$ cat src/rtl/tasc_defines.vh
`ifndef TASC_DEFINES_VH
`define TASC_DEFINES_VH

// ==========================================================================
// serial frame: command word then data word
// ==========================================================================
`define TASC_CMD_RD_BIT     15
`define TASC_CMD_PAGE_MSB   14
`define TASC_CMD_PAGE_LSB   11
`define TASC_CMD_ADDR_MSB   10
`define TASC_CMD_ADDR_LSB   5
`define TASC_PAGE_DATA      4'h0
`define TASC_PAGE_CTRL      4'h1
`define TASC_CTRL_OFFSET    6'h00

// ==========================================================================
// control register fields
// ==========================================================================
`define TASC_PEN_BIT        15
`define TASC_STOP_BIT       14
`define TASC_MODE_MSB       13
`define TASC_MODE_LSB       10
`define TASC_RES_MSB        9
`define TASC_RES_LSB        8

// ==========================================================================
// scan mode codes
// ==========================================================================
`define TASC_M_NONE         4'h0
`define TASC_M_XY           4'h1
`define TASC_M_XYZ          4'h2
`define TASC_M_X            4'h3
`define TASC_M_Y            4'h4
`define TASC_M_Z            4'h5
`define TASC_M_BAT          4'h6
`define TASC_M_AUXILIARY_INPUT_TWO         4'h7
`define TASC_M_AUXILIARY_INPUT_ONE         4'h8
`define TASC_M_AUTO         4'h9
`define TASC_M_T1           4'hA
`define TASC_M_PORT         4'hB
`define TASC_M_T2           4'hC
`define TASC_M_XDRV         4'hD
`define TASC_M_YDRV_ALT     4'hE
`define TASC_M_YDRV         4'hF

// ==========================================================================
// resolution codes and result channel indices (also data page offsets)
// ==========================================================================
`define TASC_RES_12A        2'h0
`define TASC_RES_8          2'h1
`define TASC_RES_10         2'h2
`define TASC_CH_X           4'h0
`define TASC_CH_Y           4'h1
`define TASC_CH_Z1          4'h2
`define TASC_CH_Z2          4'h3
`define TASC_CH_BAT         4'h4
`define TASC_CH_AUXILIARY_INPUT_ONE        4'h5
`define TASC_CH_AUXILIARY_INPUT_TWO        4'h6
`define TASC_CH_T1          4'h7
`define TASC_CH_T2          4'h8
`define TASC_NUM_CH         9
`define TASC_CONV_DIV       4
`define TASC_CONV_EXTRA     5'h04

`endif

$ cat src/rtl/tasc_scan_ctrl.v
`timescale 1ns/1ps
`default_nettype none
`include "tasc_defines.vh"

module tasc_scan_ctrl #(
  parameter CONV_DIV = `TASC_CONV_DIV
) (
  input  wire        I_CORE_CLK,
  input  wire        I_RESET_N,
  input  wire        I_SPI_SCLK,
  input  wire        I_SPI_SS_N,
  input  wire        I_SPI_MOSI,
  output wire        O_SPI_MISO,
  output wire        O_SPI_MISO_OE_N,
  input  wire        I_PEN_DOWN,
  input  wire [11:0] I_ADC_CODE,
  input  wire [3:0]  I_AUTO_SCAN_SEL,
  output reg  [3:0]  O_ADC_CHANNEL,
  output wire        O_ADC_POWER_DOWN,
  output wire        O_X_DRV_EN,
  output wire        O_Y_DRV_EN
);

  // ========================================================================
  // helpers
  // ========================================================================
  // channel set converted by each scan mode, bit n is channel index n
  function [8:0] mode_mask;
    input [3:0] m;
    input [3:0] sel;
    begin
      case (m)
        `TASC_M_XY:   mode_mask = 9'h003;
        `TASC_M_XYZ:  mode_mask = 9'h00F;
        `TASC_M_X:    mode_mask = 9'h001;
        `TASC_M_Y:    mode_mask = 9'h002;
        `TASC_M_Z:    mode_mask = 9'h00C;
        `TASC_M_BAT:  mode_mask = 9'h010;
        `TASC_M_AUXILIARY_INPUT_TWO: mode_mask = 9'h040;
        `TASC_M_AUXILIARY_INPUT_ONE: mode_mask = 9'h020;
        `TASC_M_AUTO: mode_mask = {sel, 5'h00};
        `TASC_M_T1:   mode_mask = 9'h080;
        `TASC_M_PORT: mode_mask = 9'h070;
        `TASC_M_T2:   mode_mask = 9'h100;
        default:      mode_mask = 9'h000;
      endcase
    end
  endfunction

  // lowest pending channel is converted first
  function [3:0] first_ch;
    input [8:0] mask;
    integer k;
    begin
      first_ch = 4'h0;
      for (k = `TASC_NUM_CH - 1; k >= 0; k = k - 1) begin
        if (mask[k]) begin
          first_ch = k[3:0];
        end
      end
    end
  endfunction

  // ========================================================================
  // state
  // ========================================================================
  reg         pacing_q;
  reg         stop_q;
  reg  [3:0]  mode_q;
  reg  [1:0]  conversion_resolution_q;
  reg  [8:0]  pend_q;
  reg  [3:0]  cur_q;
  reg         run_q;
  reg  [11:0] res_q [0:`TASC_NUM_CH-1];
  reg         sclk_q;
  reg  [5:0]  bit_q;
  reg  [15:0] in_sr_q;
  reg  [15:0] cmd_q;
  reg  [15:0] out_sr_q;
  reg         wr_ctrl;
  reg  [15:0] wr_data;
  reg  [15:0] rd_word;
  wire        conv_busy;
  wire        conv_done;
  wire [11:0] conv_res;
  wire        sclk_rise = I_SPI_SCLK & ~sclk_q;
  wire        sclk_fall = ~I_SPI_SCLK & sclk_q;
  wire [15:0] shifted   = {in_sr_q[14:0], I_SPI_MOSI};
  wire [3:0]  cmd_page  = cmd_q[`TASC_CMD_PAGE_MSB:`TASC_CMD_PAGE_LSB];
  wire [5:0]  cmd_addr  = cmd_q[`TASC_CMD_ADDR_MSB:`TASC_CMD_ADDR_LSB];
  wire        touch_md  = (mode_q >= `TASC_M_XY) && (mode_q <= `TASC_M_Z);
  wire        go_ok     = !pacing_q || !touch_md || I_PEN_DOWN;
  wire [8:0]  pend_left = pend_q & ~(9'h001 << cur_q);
  wire        repeat_md = ((mode_q == `TASC_M_XY || mode_q == `TASC_M_XYZ)
                          && I_PEN_DOWN) || (mode_q == `TASC_M_AUTO);
  wire        launch    = !run_q && (pend_q != 9'h000) && !stop_q && go_ok
                          && !wr_ctrl;
  integer     i;

  // ========================================================================
  // serial register port, mode 0: sample on rise, shift out on fall
  // ========================================================================
  always @(posedge I_CORE_CLK or negedge I_RESET_N) begin
    if (!I_RESET_N) begin
      sclk_q   <= 1'b0;
      bit_q    <= 6'h00;
      in_sr_q  <= 16'h0000;
      cmd_q    <= 16'h0000;
      out_sr_q <= 16'h0000;
      wr_ctrl  <= 1'b0;
      wr_data  <= 16'h0000;
    end else begin
      sclk_q  <= I_SPI_SCLK;
      wr_ctrl <= 1'b0;
      if (I_SPI_SS_N) begin
        bit_q <= 6'h00;              // frame end discards partial words
      end else if (sclk_rise && bit_q < 6'h20) begin
        in_sr_q <= shifted;
        bit_q   <= bit_q + 6'h01;
        if (bit_q == 6'h0F) begin
          cmd_q <= shifted;
        end
        // only the control word is writable; result page ignores writes
        if (bit_q == 6'h1F && !cmd_q[`TASC_CMD_RD_BIT]
            && cmd_page == `TASC_PAGE_CTRL
            && cmd_addr == `TASC_CTRL_OFFSET) begin
          wr_ctrl <= 1'b1;
          wr_data <= shifted;
        end
      end else if (sclk_fall) begin
        if (bit_q == 6'h10 && cmd_q[`TASC_CMD_RD_BIT]) begin
          out_sr_q <= rd_word;
        end else begin
          out_sr_q <= {out_sr_q[14:0], 1'b0};
        end
      end
    end
  end

  // read data mux; the write view of bits 15 and 14 is not read back
  always @* begin
    rd_word = 16'h0000;
    if (cmd_page == `TASC_PAGE_CTRL && cmd_addr == `TASC_CTRL_OFFSET) begin
      // busy covers both the sequencer slot and the converter itself
      rd_word = {I_PEN_DOWN, ~(run_q | conv_busy),
                 mode_q, conversion_resolution_q, 8'h00};
    end else if (cmd_page == `TASC_PAGE_DATA
                 && cmd_addr < `TASC_NUM_CH) begin
      rd_word = {4'h0, res_q[cmd_addr[3:0]]};
    end
  end

  assign O_SPI_MISO      = out_sr_q[15];
  assign O_SPI_MISO_OE_N = I_SPI_SS_N;

  // ========================================================================
  // control register and scan sequencer
  // ========================================================================
  // a write always wins over a finishing conversion so a stop is never lost
  always @(posedge I_CORE_CLK or negedge I_RESET_N) begin
    if (!I_RESET_N) begin
      pacing_q      <= 1'b0;
      stop_q        <= 1'b0;
      mode_q        <= `TASC_M_NONE;
      conversion_resolution_q       <= `TASC_RES_12A;
      pend_q        <= 9'h000;
      cur_q         <= 4'h0;
      run_q         <= 1'b0;
      O_ADC_CHANNEL <= 4'h0;
      for (i = 0; i < `TASC_NUM_CH; i = i + 1) begin
        res_q[i] <= 12'h000;
      end
    end else if (wr_ctrl) begin
      pacing_q <= wr_data[`TASC_PEN_BIT];
      stop_q   <= wr_data[`TASC_STOP_BIT];
      mode_q   <= wr_data[`TASC_MODE_MSB:`TASC_MODE_LSB];
      conversion_resolution_q  <= wr_data[`TASC_RES_MSB:`TASC_RES_LSB];
      run_q    <= 1'b0;              // rewrite restarts any scan unless it sets the stop bit
      if (wr_data[`TASC_STOP_BIT]) begin
        pend_q <= 9'h000;
      end else begin
        pend_q <= mode_mask(wr_data[`TASC_MODE_MSB:`TASC_MODE_LSB],
                            I_AUTO_SCAN_SEL);
      end
    end else if (launch) begin
      run_q         <= 1'b1;
      cur_q         <= first_ch(pend_q);
      O_ADC_CHANNEL <= first_ch(pend_q);
    end else if (run_q && conv_done) begin
      run_q         <= 1'b0;
      res_q[cur_q]  <= conv_res;
      // continuous modes reload; pen lift ends touch scans
      if (pend_left == 9'h000 && repeat_md) begin
        pend_q <= mode_mask(mode_q, I_AUTO_SCAN_SEL);
      end else begin
        pend_q <= pend_left;
      end
    end
  end

  // ========================================================================
  // converter and panel drivers
  // ========================================================================
  tasc_sar_conv #(
    .DIV      (CONV_DIV)
  ) u_conv (
    .i_clk    (I_CORE_CLK),
    .i_rst_n  (I_RESET_N),
    .i_start  (launch),
    .i_abort  (wr_ctrl),
    .i_conversion_resolution  (conversion_resolution_q),
    .i_code   (I_ADC_CODE),
    .o_busy   (conv_busy),
    .o_done   (conv_done),
    .o_result (conv_res)
  );

  assign O_ADC_POWER_DOWN = stop_q;
  // drivers follow the axis under conversion or a driver-only mode
  assign O_X_DRV_EN = (!stop_q && mode_q == `TASC_M_XDRV)
                      || (run_q && cur_q == `TASC_CH_X);
  assign O_Y_DRV_EN = (!stop_q && (mode_q == `TASC_M_YDRV
                      || mode_q == `TASC_M_YDRV_ALT))
                      || (run_q && cur_q == `TASC_CH_Y);

endmodule // tasc_scan_ctrl
`default_nettype wire

$ cat src/rtl/tasc_sar_conv.v
`timescale 1ns/1ps
`default_nettype none
`include "tasc_defines.vh"

module tasc_sar_conv #(
  parameter DIV = `TASC_CONV_DIV
) (
  input  wire        i_clk,
  input  wire        i_rst_n,
  input  wire        i_start,
  input  wire        i_abort,
  input  wire [1:0]  i_conversion_resolution,
  input  wire [11:0] i_code,
  output wire        o_busy,
  output reg         o_done,
  output reg  [11:0] o_result
);

  reg  [7:0]  div_q;
  reg  [4:0]  cnt_q;
  reg         busy_q;
  reg  [1:0]  res_q;
  wire        tick = (div_q == 8'h00);

  // ========================================================================
  // internal conversion clock enable from a divider
  // ========================================================================
  always @(posedge i_clk or negedge i_rst_n) begin
    if (!i_rst_n) begin
      div_q <= 8'h00;
    end else if (!busy_q || tick) begin
      div_q <= DIV[7:0] - 8'h01;
    end else begin
      div_q <= div_q - 8'h01;
    end
  end

  // ========================================================================
  // conversion takes resolution plus fixed overhead ticks
  // ========================================================================
  always @(posedge i_clk or negedge i_rst_n) begin
    if (!i_rst_n) begin
      busy_q   <= 1'b0;
      cnt_q    <= 5'h00;
      res_q    <= 2'h0;
      o_done   <= 1'b0;
      o_result <= 12'h000;
    end else begin
      o_done <= 1'b0;
      if (i_abort) begin
        busy_q <= 1'b0;
      end else if (i_start) begin
        busy_q <= 1'b1;
        res_q  <= i_conversion_resolution;
        case (i_conversion_resolution)
          `TASC_RES_8:  cnt_q <= 5'h08 + `TASC_CONV_EXTRA;
          `TASC_RES_10: cnt_q <= 5'h0A + `TASC_CONV_EXTRA;
          default:      cnt_q <= 5'h0C + `TASC_CONV_EXTRA;
        endcase
      end else if (busy_q && tick) begin
        if (cnt_q == 5'h01) begin
          busy_q <= 1'b0;
          o_done <= 1'b1;
          // right-justify the kept bits, upper bits zero
          case (res_q)
            `TASC_RES_8:  o_result <= {4'h0, i_code[11:4]};
            `TASC_RES_10: o_result <= {2'h0, i_code[11:2]};
            default:      o_result <= i_code;
          endcase
        end
        cnt_q <= cnt_q - 5'h01;
      end
    end
  end

  assign o_busy = busy_q;

endmodule // tasc_sar_conv
`default_nettype wire

$ cat config.mk
export PLATFORM = sky130hd
export DESIGN_NAME = tasc_scan_ctrl
export DESIGN_NICKNAME = d
export VERILOG_FILES = /design/src/rtl/tasc_scan_ctrl.v /design/src/rtl/tasc_sar_conv.v
export VERILOG_INCLUDE_DIRS = /design/src /design/src/rtl
export SDC_FILE = /design/constraint.sdc
export NUM_CORES = 1
export LEC_CHECK = 0
export BUFFER_PORTS_ARGS = -buffer_cell sky130_fd_sc_hd__buf_4
export CAP_MARGIN = 20
export CORE_ASPECT_RATIO = 0.6
export CORE_UTILIZATION = 35
export CTS_BUF_LIST = sky130_fd_sc_hd__clkbuf_8
export CTS_CLUSTER_SIZE = 10
export DETAILED_ROUTE_END_ITERATION = 10
export PLACE_DENSITY = 0.49
export REMOVE_ABC_BUFFERS = 1
export SLEW_MARGIN = 0
export SYNTH_ARGS = -nofsm -noshare
export SYNTH_HDL_FRONTEND = slang
export SYNTH_SLANG_ARGS = --single-unit
$ cat constraint.sdc
create_clock -name I_CORE_CLK -period 3 [get_ports I_CORE_CLK]
set_input_delay 0.15 -clock I_CORE_CLK [delete_from_list [all_inputs] [get_ports I_CORE_CLK]]
set_output_delay 0.15 -clock I_CORE_CLK [all_outputs]
set_load 0.01 [all_outputs]
**Yosys cells after proc, flatten, opt, wreduce, memory -nomap -nowiden**

Cells that the tools add are included.

- Bitwise logic cells: 14
- Muxes and demuxes: 46
- $add $sub $neg: 3
- Eq/ne operators: 38
- Order comparisons: 7
- Reductions and logical operators: 58
- Shift-type cells: 1

Operators by type and width:

| cell | number |
|---|---|
| case mux 9 bit (12 select lines) | 2 |
| bitwise mux 108 bit | 1 |
| equality test 4 bit (second input constant) | 13 |
| binary-select mux 12 bit (select 4 bit) | 1 |
| demux 12 bit (select 4 bit) | 1 |
| two-way mux 12 bit | 4 |
| two-way mux 9 bit | 5 |
| two-way mux 4 bit | 9 |
| equality test 4 x 3 -> 1 bit (second input constant) | 8 |
| two-way mux 16 bit | 2 |
| case mux 12 bit (2 select lines) | 1 |
| logical AND 1 bit | 21 |
| equality test 4 x 1 -> 1 bit (second input constant) | 4 |
| equality test 4 x 2 -> 1 bit (second input constant) | 4 |
| two-way mux 1 bit | 14 |
| equality test 6 x 5 -> 1 bit (second input constant) | 2 |
| two-way mux 6 bit | 2 |
| AND reduction 3 bit | 4 |
| >= comparator 5 bit (second input constant) | 2 |
| two-way mux 5 bit | 2 |
| NOT 4 -> 5 bit | 2 |
| case mux 5 bit (2 select lines) | 1 |
| AND reduction 2 bit | 5 |
| bitwise AND 9 bit | 1 |
| 29 further kinds | 56 |

- Bits in registers: 230
- Input bits: 22
- Word-level logic and storage cells: 196
- Output and inout bits: 9

**Longest topological paths before layout**

- Word-level depth: 9
- Gate-level depth with buffers: 8

**By module**

A second synthesis with hierarchy kept.

- Cell total of the unflattened synthesis: 871
- Area total of the unflattened synthesis: 10,476.3 um^2

Modules (own cells, without submodules):

| module | seq. area each (um^2) | times used | cells each | area each (um^2) |
|---|---|---|---|---|
| tasc_scan_ctrl | 4,704.5 | 1 | 695 | 8,849.7 |
| tasc_sar_conv | 725.7 | 1 | 176 | 1,626.6 |

**Worst setup path after synthesis**

OpenSTA, ideal clock, no wires.

- Path kind: reg-to-reg
- Start: register cmd_q[14]
- End: register wr_data[10]
- Path buffers: 1
- Arrival: 2.345 ns
- Cell stages (with the launch flop): 7
- Library setup time: 0.125 ns
- Period minus slack after synthesis: 2.470 ns
- Setup slack: 0.530 ns
- Path through: dfrtp_1 or4_4 nor4_4 inv_2 or4b_4 buf_6 mux2_4

- Word-level cells in the longest chain between the ends: 4

Ends and longest elaborated chain:

| item | line | RTL |
|---|---|---|
| start, declared | tasc_scan_ctrl.v:78 | `reg [15:0] cmd_q;` |
| start signal, assigned | tasc_scan_ctrl.v:121 | `cmd_q <= shifted;` |
| equality test 4 x 1 -> 1 bit (no source line) | - |  |
| logical AND 1 bit (no source line) (2 in series) | - |  |
| AND reduction 3 bit (no source line) | - |  |
| end signal, assigned | tasc_scan_ctrl.v:128 | `wr_data <= shifted;` |
| end, declared | tasc_scan_ctrl.v:81 | `reg [15:0] wr_data;` |

No other way between the ends.
A chain may end at the register's enable or synchronous reset.

**Worst setup path in the final report**

- Start: register cmd_q[14]
- End: register wr_data[15]

The elaborated chain is that of the path after synthesis.

==> results.txt <==
ANT cells: 0
Cell Area, Placed: 11200 um^2
Seq/Total Area, Yosys: 0.522
Layout Skew: 0.0223 ns
Vias: 7005
Fillers: 2752
Hold path depth: 5
IO buf count: 30
Die area: 30500 um^2
Run status: completed
Min-Delay Path Class: in2reg
DR vias/cell: 5.23
Post-Syn Instances: 865
Fraction of registers with async set/reset: 1.00
Core Area: 29000 um^2
Worst hold start: I_AUTO_SCAN_SEL[3]
Hpwl dp: 17400 um
Drc violations: 0
Max-slew violation count: 0
Cts bufs inserted: 37
Avg WL per Cell: 19.4 um
Initial Util: 0.359
Leakage Power: 0.00558 uW
Max cap viols: 0
Final net count: 952
FF-to-FF setup slack: 0.57 ns
Clock Tree Buf Depth: 3
Synth top area share: 0.522
Distinct cells, synth: 64
GR Overflow Total: 0
Hold buffers post-CTS: 19
Clk slew on worst S/H paths: 0.06 ns
Antenna violations before repair: 0
Routed WL: 26000 um
Post-synth top area cell: dfrtp_1
1st-iter DRT viols: 436
Die Y: 136 um
Worst Setup Start Kind: flip-flop
Die width: 225 um
Total clock sinks: 217
Mapped Avg Cell Area: 12.0 um^2
Row count: 48
Root Buffer: clkbuf_8
R2R depth: 5
Area of the multi-input gates: 4670 um^2
Max-slew headroom: 0.553
Post-synth EDFFs: 0
Crit-path cells: or4_4 -> nor4_4 -> inv_2 -> or4b_4 -> mux2_4
CP max FO: 8
Critical Path AT: 2.85 ns
Finished Cell Area: 12100 um^2
Max VDD drop: 0.321 mV
Dominant synthesized flop cell: dfrtp_1
# resized after CTS: 0
Final setup viols: 0
Cell area after synthesis: 10400 um^2
Clock latency on the worst-skew pair: 0.54 ns
Final hold violation count: 0
Routability cong.: 0.831
Vias in the first global route: 7015
Most frequent cells in the layout: dfrtp_1, mux2_2, buf_4, nor2_1, nand2_1
Area Overhead vs Synth: 16.0%
# Post-CTS Setup Buffers: 0
Slowest CP cell: or4b_4
Largest net degree at the start of global routing: 82
Global-route wire length before repair: 42100 um
FF-to-FF Start: cmd_q[14]
Hold Path Sink: pend_q[8]
Syn. warnings: 0
H-tree depth: 2
Storage element area: 5430 um^2
Drt first pass iters: 5
Setup CP Type: reg2reg
Overall Global Routing Usage: 0.180
Slew @ Worst Pin: 0.668 ns
Post-synthesis sequential element count: 217
Top cells by area, synth: dfrtp_1, mux2_2, mux4_2
RSZ-0062 raised after global routing: false
Number of top-level pins: 31
Post-route ant nets: 0
Slowest stage delay, CP: 0.63 ns
R2R Path End: wr_data[15]
FMAX: 411 MHz
Final period util: 0.811
Post-layout minimum cycle time: 2.43 ns
Setup TNS: 0 ns
Fraction of layout cells with a size suffix above 1: 0.315
Fin util: 0.416
Worst EP required: 3.42 ns
Most common cell after layout, fill and taps aside: dfrtp_1
Worst Setup End Kind: flip-flop
CTS tree: done
PwrDens: 499 nW/um^2
==> cell families (layout without fill, tap and decap cells) <==
logic type                 Yosys count  count (layout)  synth area share
DFF                                217             217             0.522
AOI/OAI and AO/OA                  137             137            0.0870
xor gates and xnor gates            12              12            0.0101
buffers and inverters               83             157            0.0314
adders and majority gates            9               9            0.0108
and+or+nand+nor                    225             225             0.114
muxes                              182             182             0.225
==> state kept, by name (all words and copies together), names as in the netlist, 2 cells and up <==
register,cells
res_q,108
out_sr_q,16
in_sr_q,15
u_conv.o_result,12
cmd_q,11
pend_q,9
u_conv.div_q,8
wr_data,8
bit_q,6
u_conv.cnt_q,5
cur_q,4
mode_q,4
conversion_resolution_q,2
u_conv.res_q,2
==> synth_stat cells, drive strengths merged (9+ instances only) <==
master  instances
buf            21
mux2i           9
mux4           24
nor3           18
a21oi          27
a22oi          11
nor4            9
o21ai          31
ha              9
nor2b          24
nand4           9
nor2           52
and3           10
clkbuf         43
inv            19
mux2          149
dfrtp         217
nand2b          9
nand3          15
nand2          51
o31ai          10
a31oi          11
a211oi         10
==> metrics by stage <==
step | cells | power (uW) | setup WS, ns | hold WS, ns
detailed placement | 1263 | 3400 | 0.573 | 0.202
floorplan | 801 | 3230 | 0.160 | -0.146
finish | 1339 | 6020 | 0.568 | 0.0582
global route | 1339 | 6310 | 0.473 | 0.117
CTS | 1339 | 6110 | 0.554 | 0.0306
global placement | 1263 | 3400 | 0.613 | 0.214
==> where the power goes <==
group / leakage (uW) / switching, uW / internal, uW
sequential: 0.00289 / 87.5 / 3010
clock: 0.000402 / 1170 / 1490
combinational: 0.00228 / 130 / 131
==> worst max-delay path by stage <==
stage	start	to	slack, ns
finish	cmd_q[14]	wr_data[15]	0.57
detailed placement	cmd_q[14]	wr_data[8]	0.57
floorplan	bit_q[5]	cmd_q[5]	0.16
global placement	cmd_q[14]	wr_data[8]	0.61
CTS	cmd_q[14]	wr_data[15]	0.55
global route	u_conv.div_q[4]	u_conv.o_result[8]	0.47
==> routing by layer <==
layer / GRT usage / routed length (um) / vias up
li1: - / - / 3275
met1: 0.293 / 14300 / 3539
met5: 0 / 0 / -
met4: 0.0450 / 338 / 0
met3: 0.0338 / 1180 / 36
met2: 0.238 / 10100 / 155
==> critical path: cells and delay by family, from the launching register on <==
kind / cells / cell delay [ns]
buffers and inverters: 1 / 0.07
muxes: 1 / 0.33
and+or+nand+nor: 3 / 1.53
DFF: 1 / 0.38
==> layout make-up <==
| type | count | share of cell area |
|---|---|---|
| clock buffer | 44 | 0.0502 |
| sequential | 217 | 0.450 |
| tap | 400 | 0.0415 |
| clock inverter | 13 | 0.00881 |
| timing repair buffer | 81 | 0.0570 |
| multi-input combinational | 565 | 0.387 |
| inverter | 19 | 0.00591 |
Note: power is estimated with default switching activity, not from simulation.
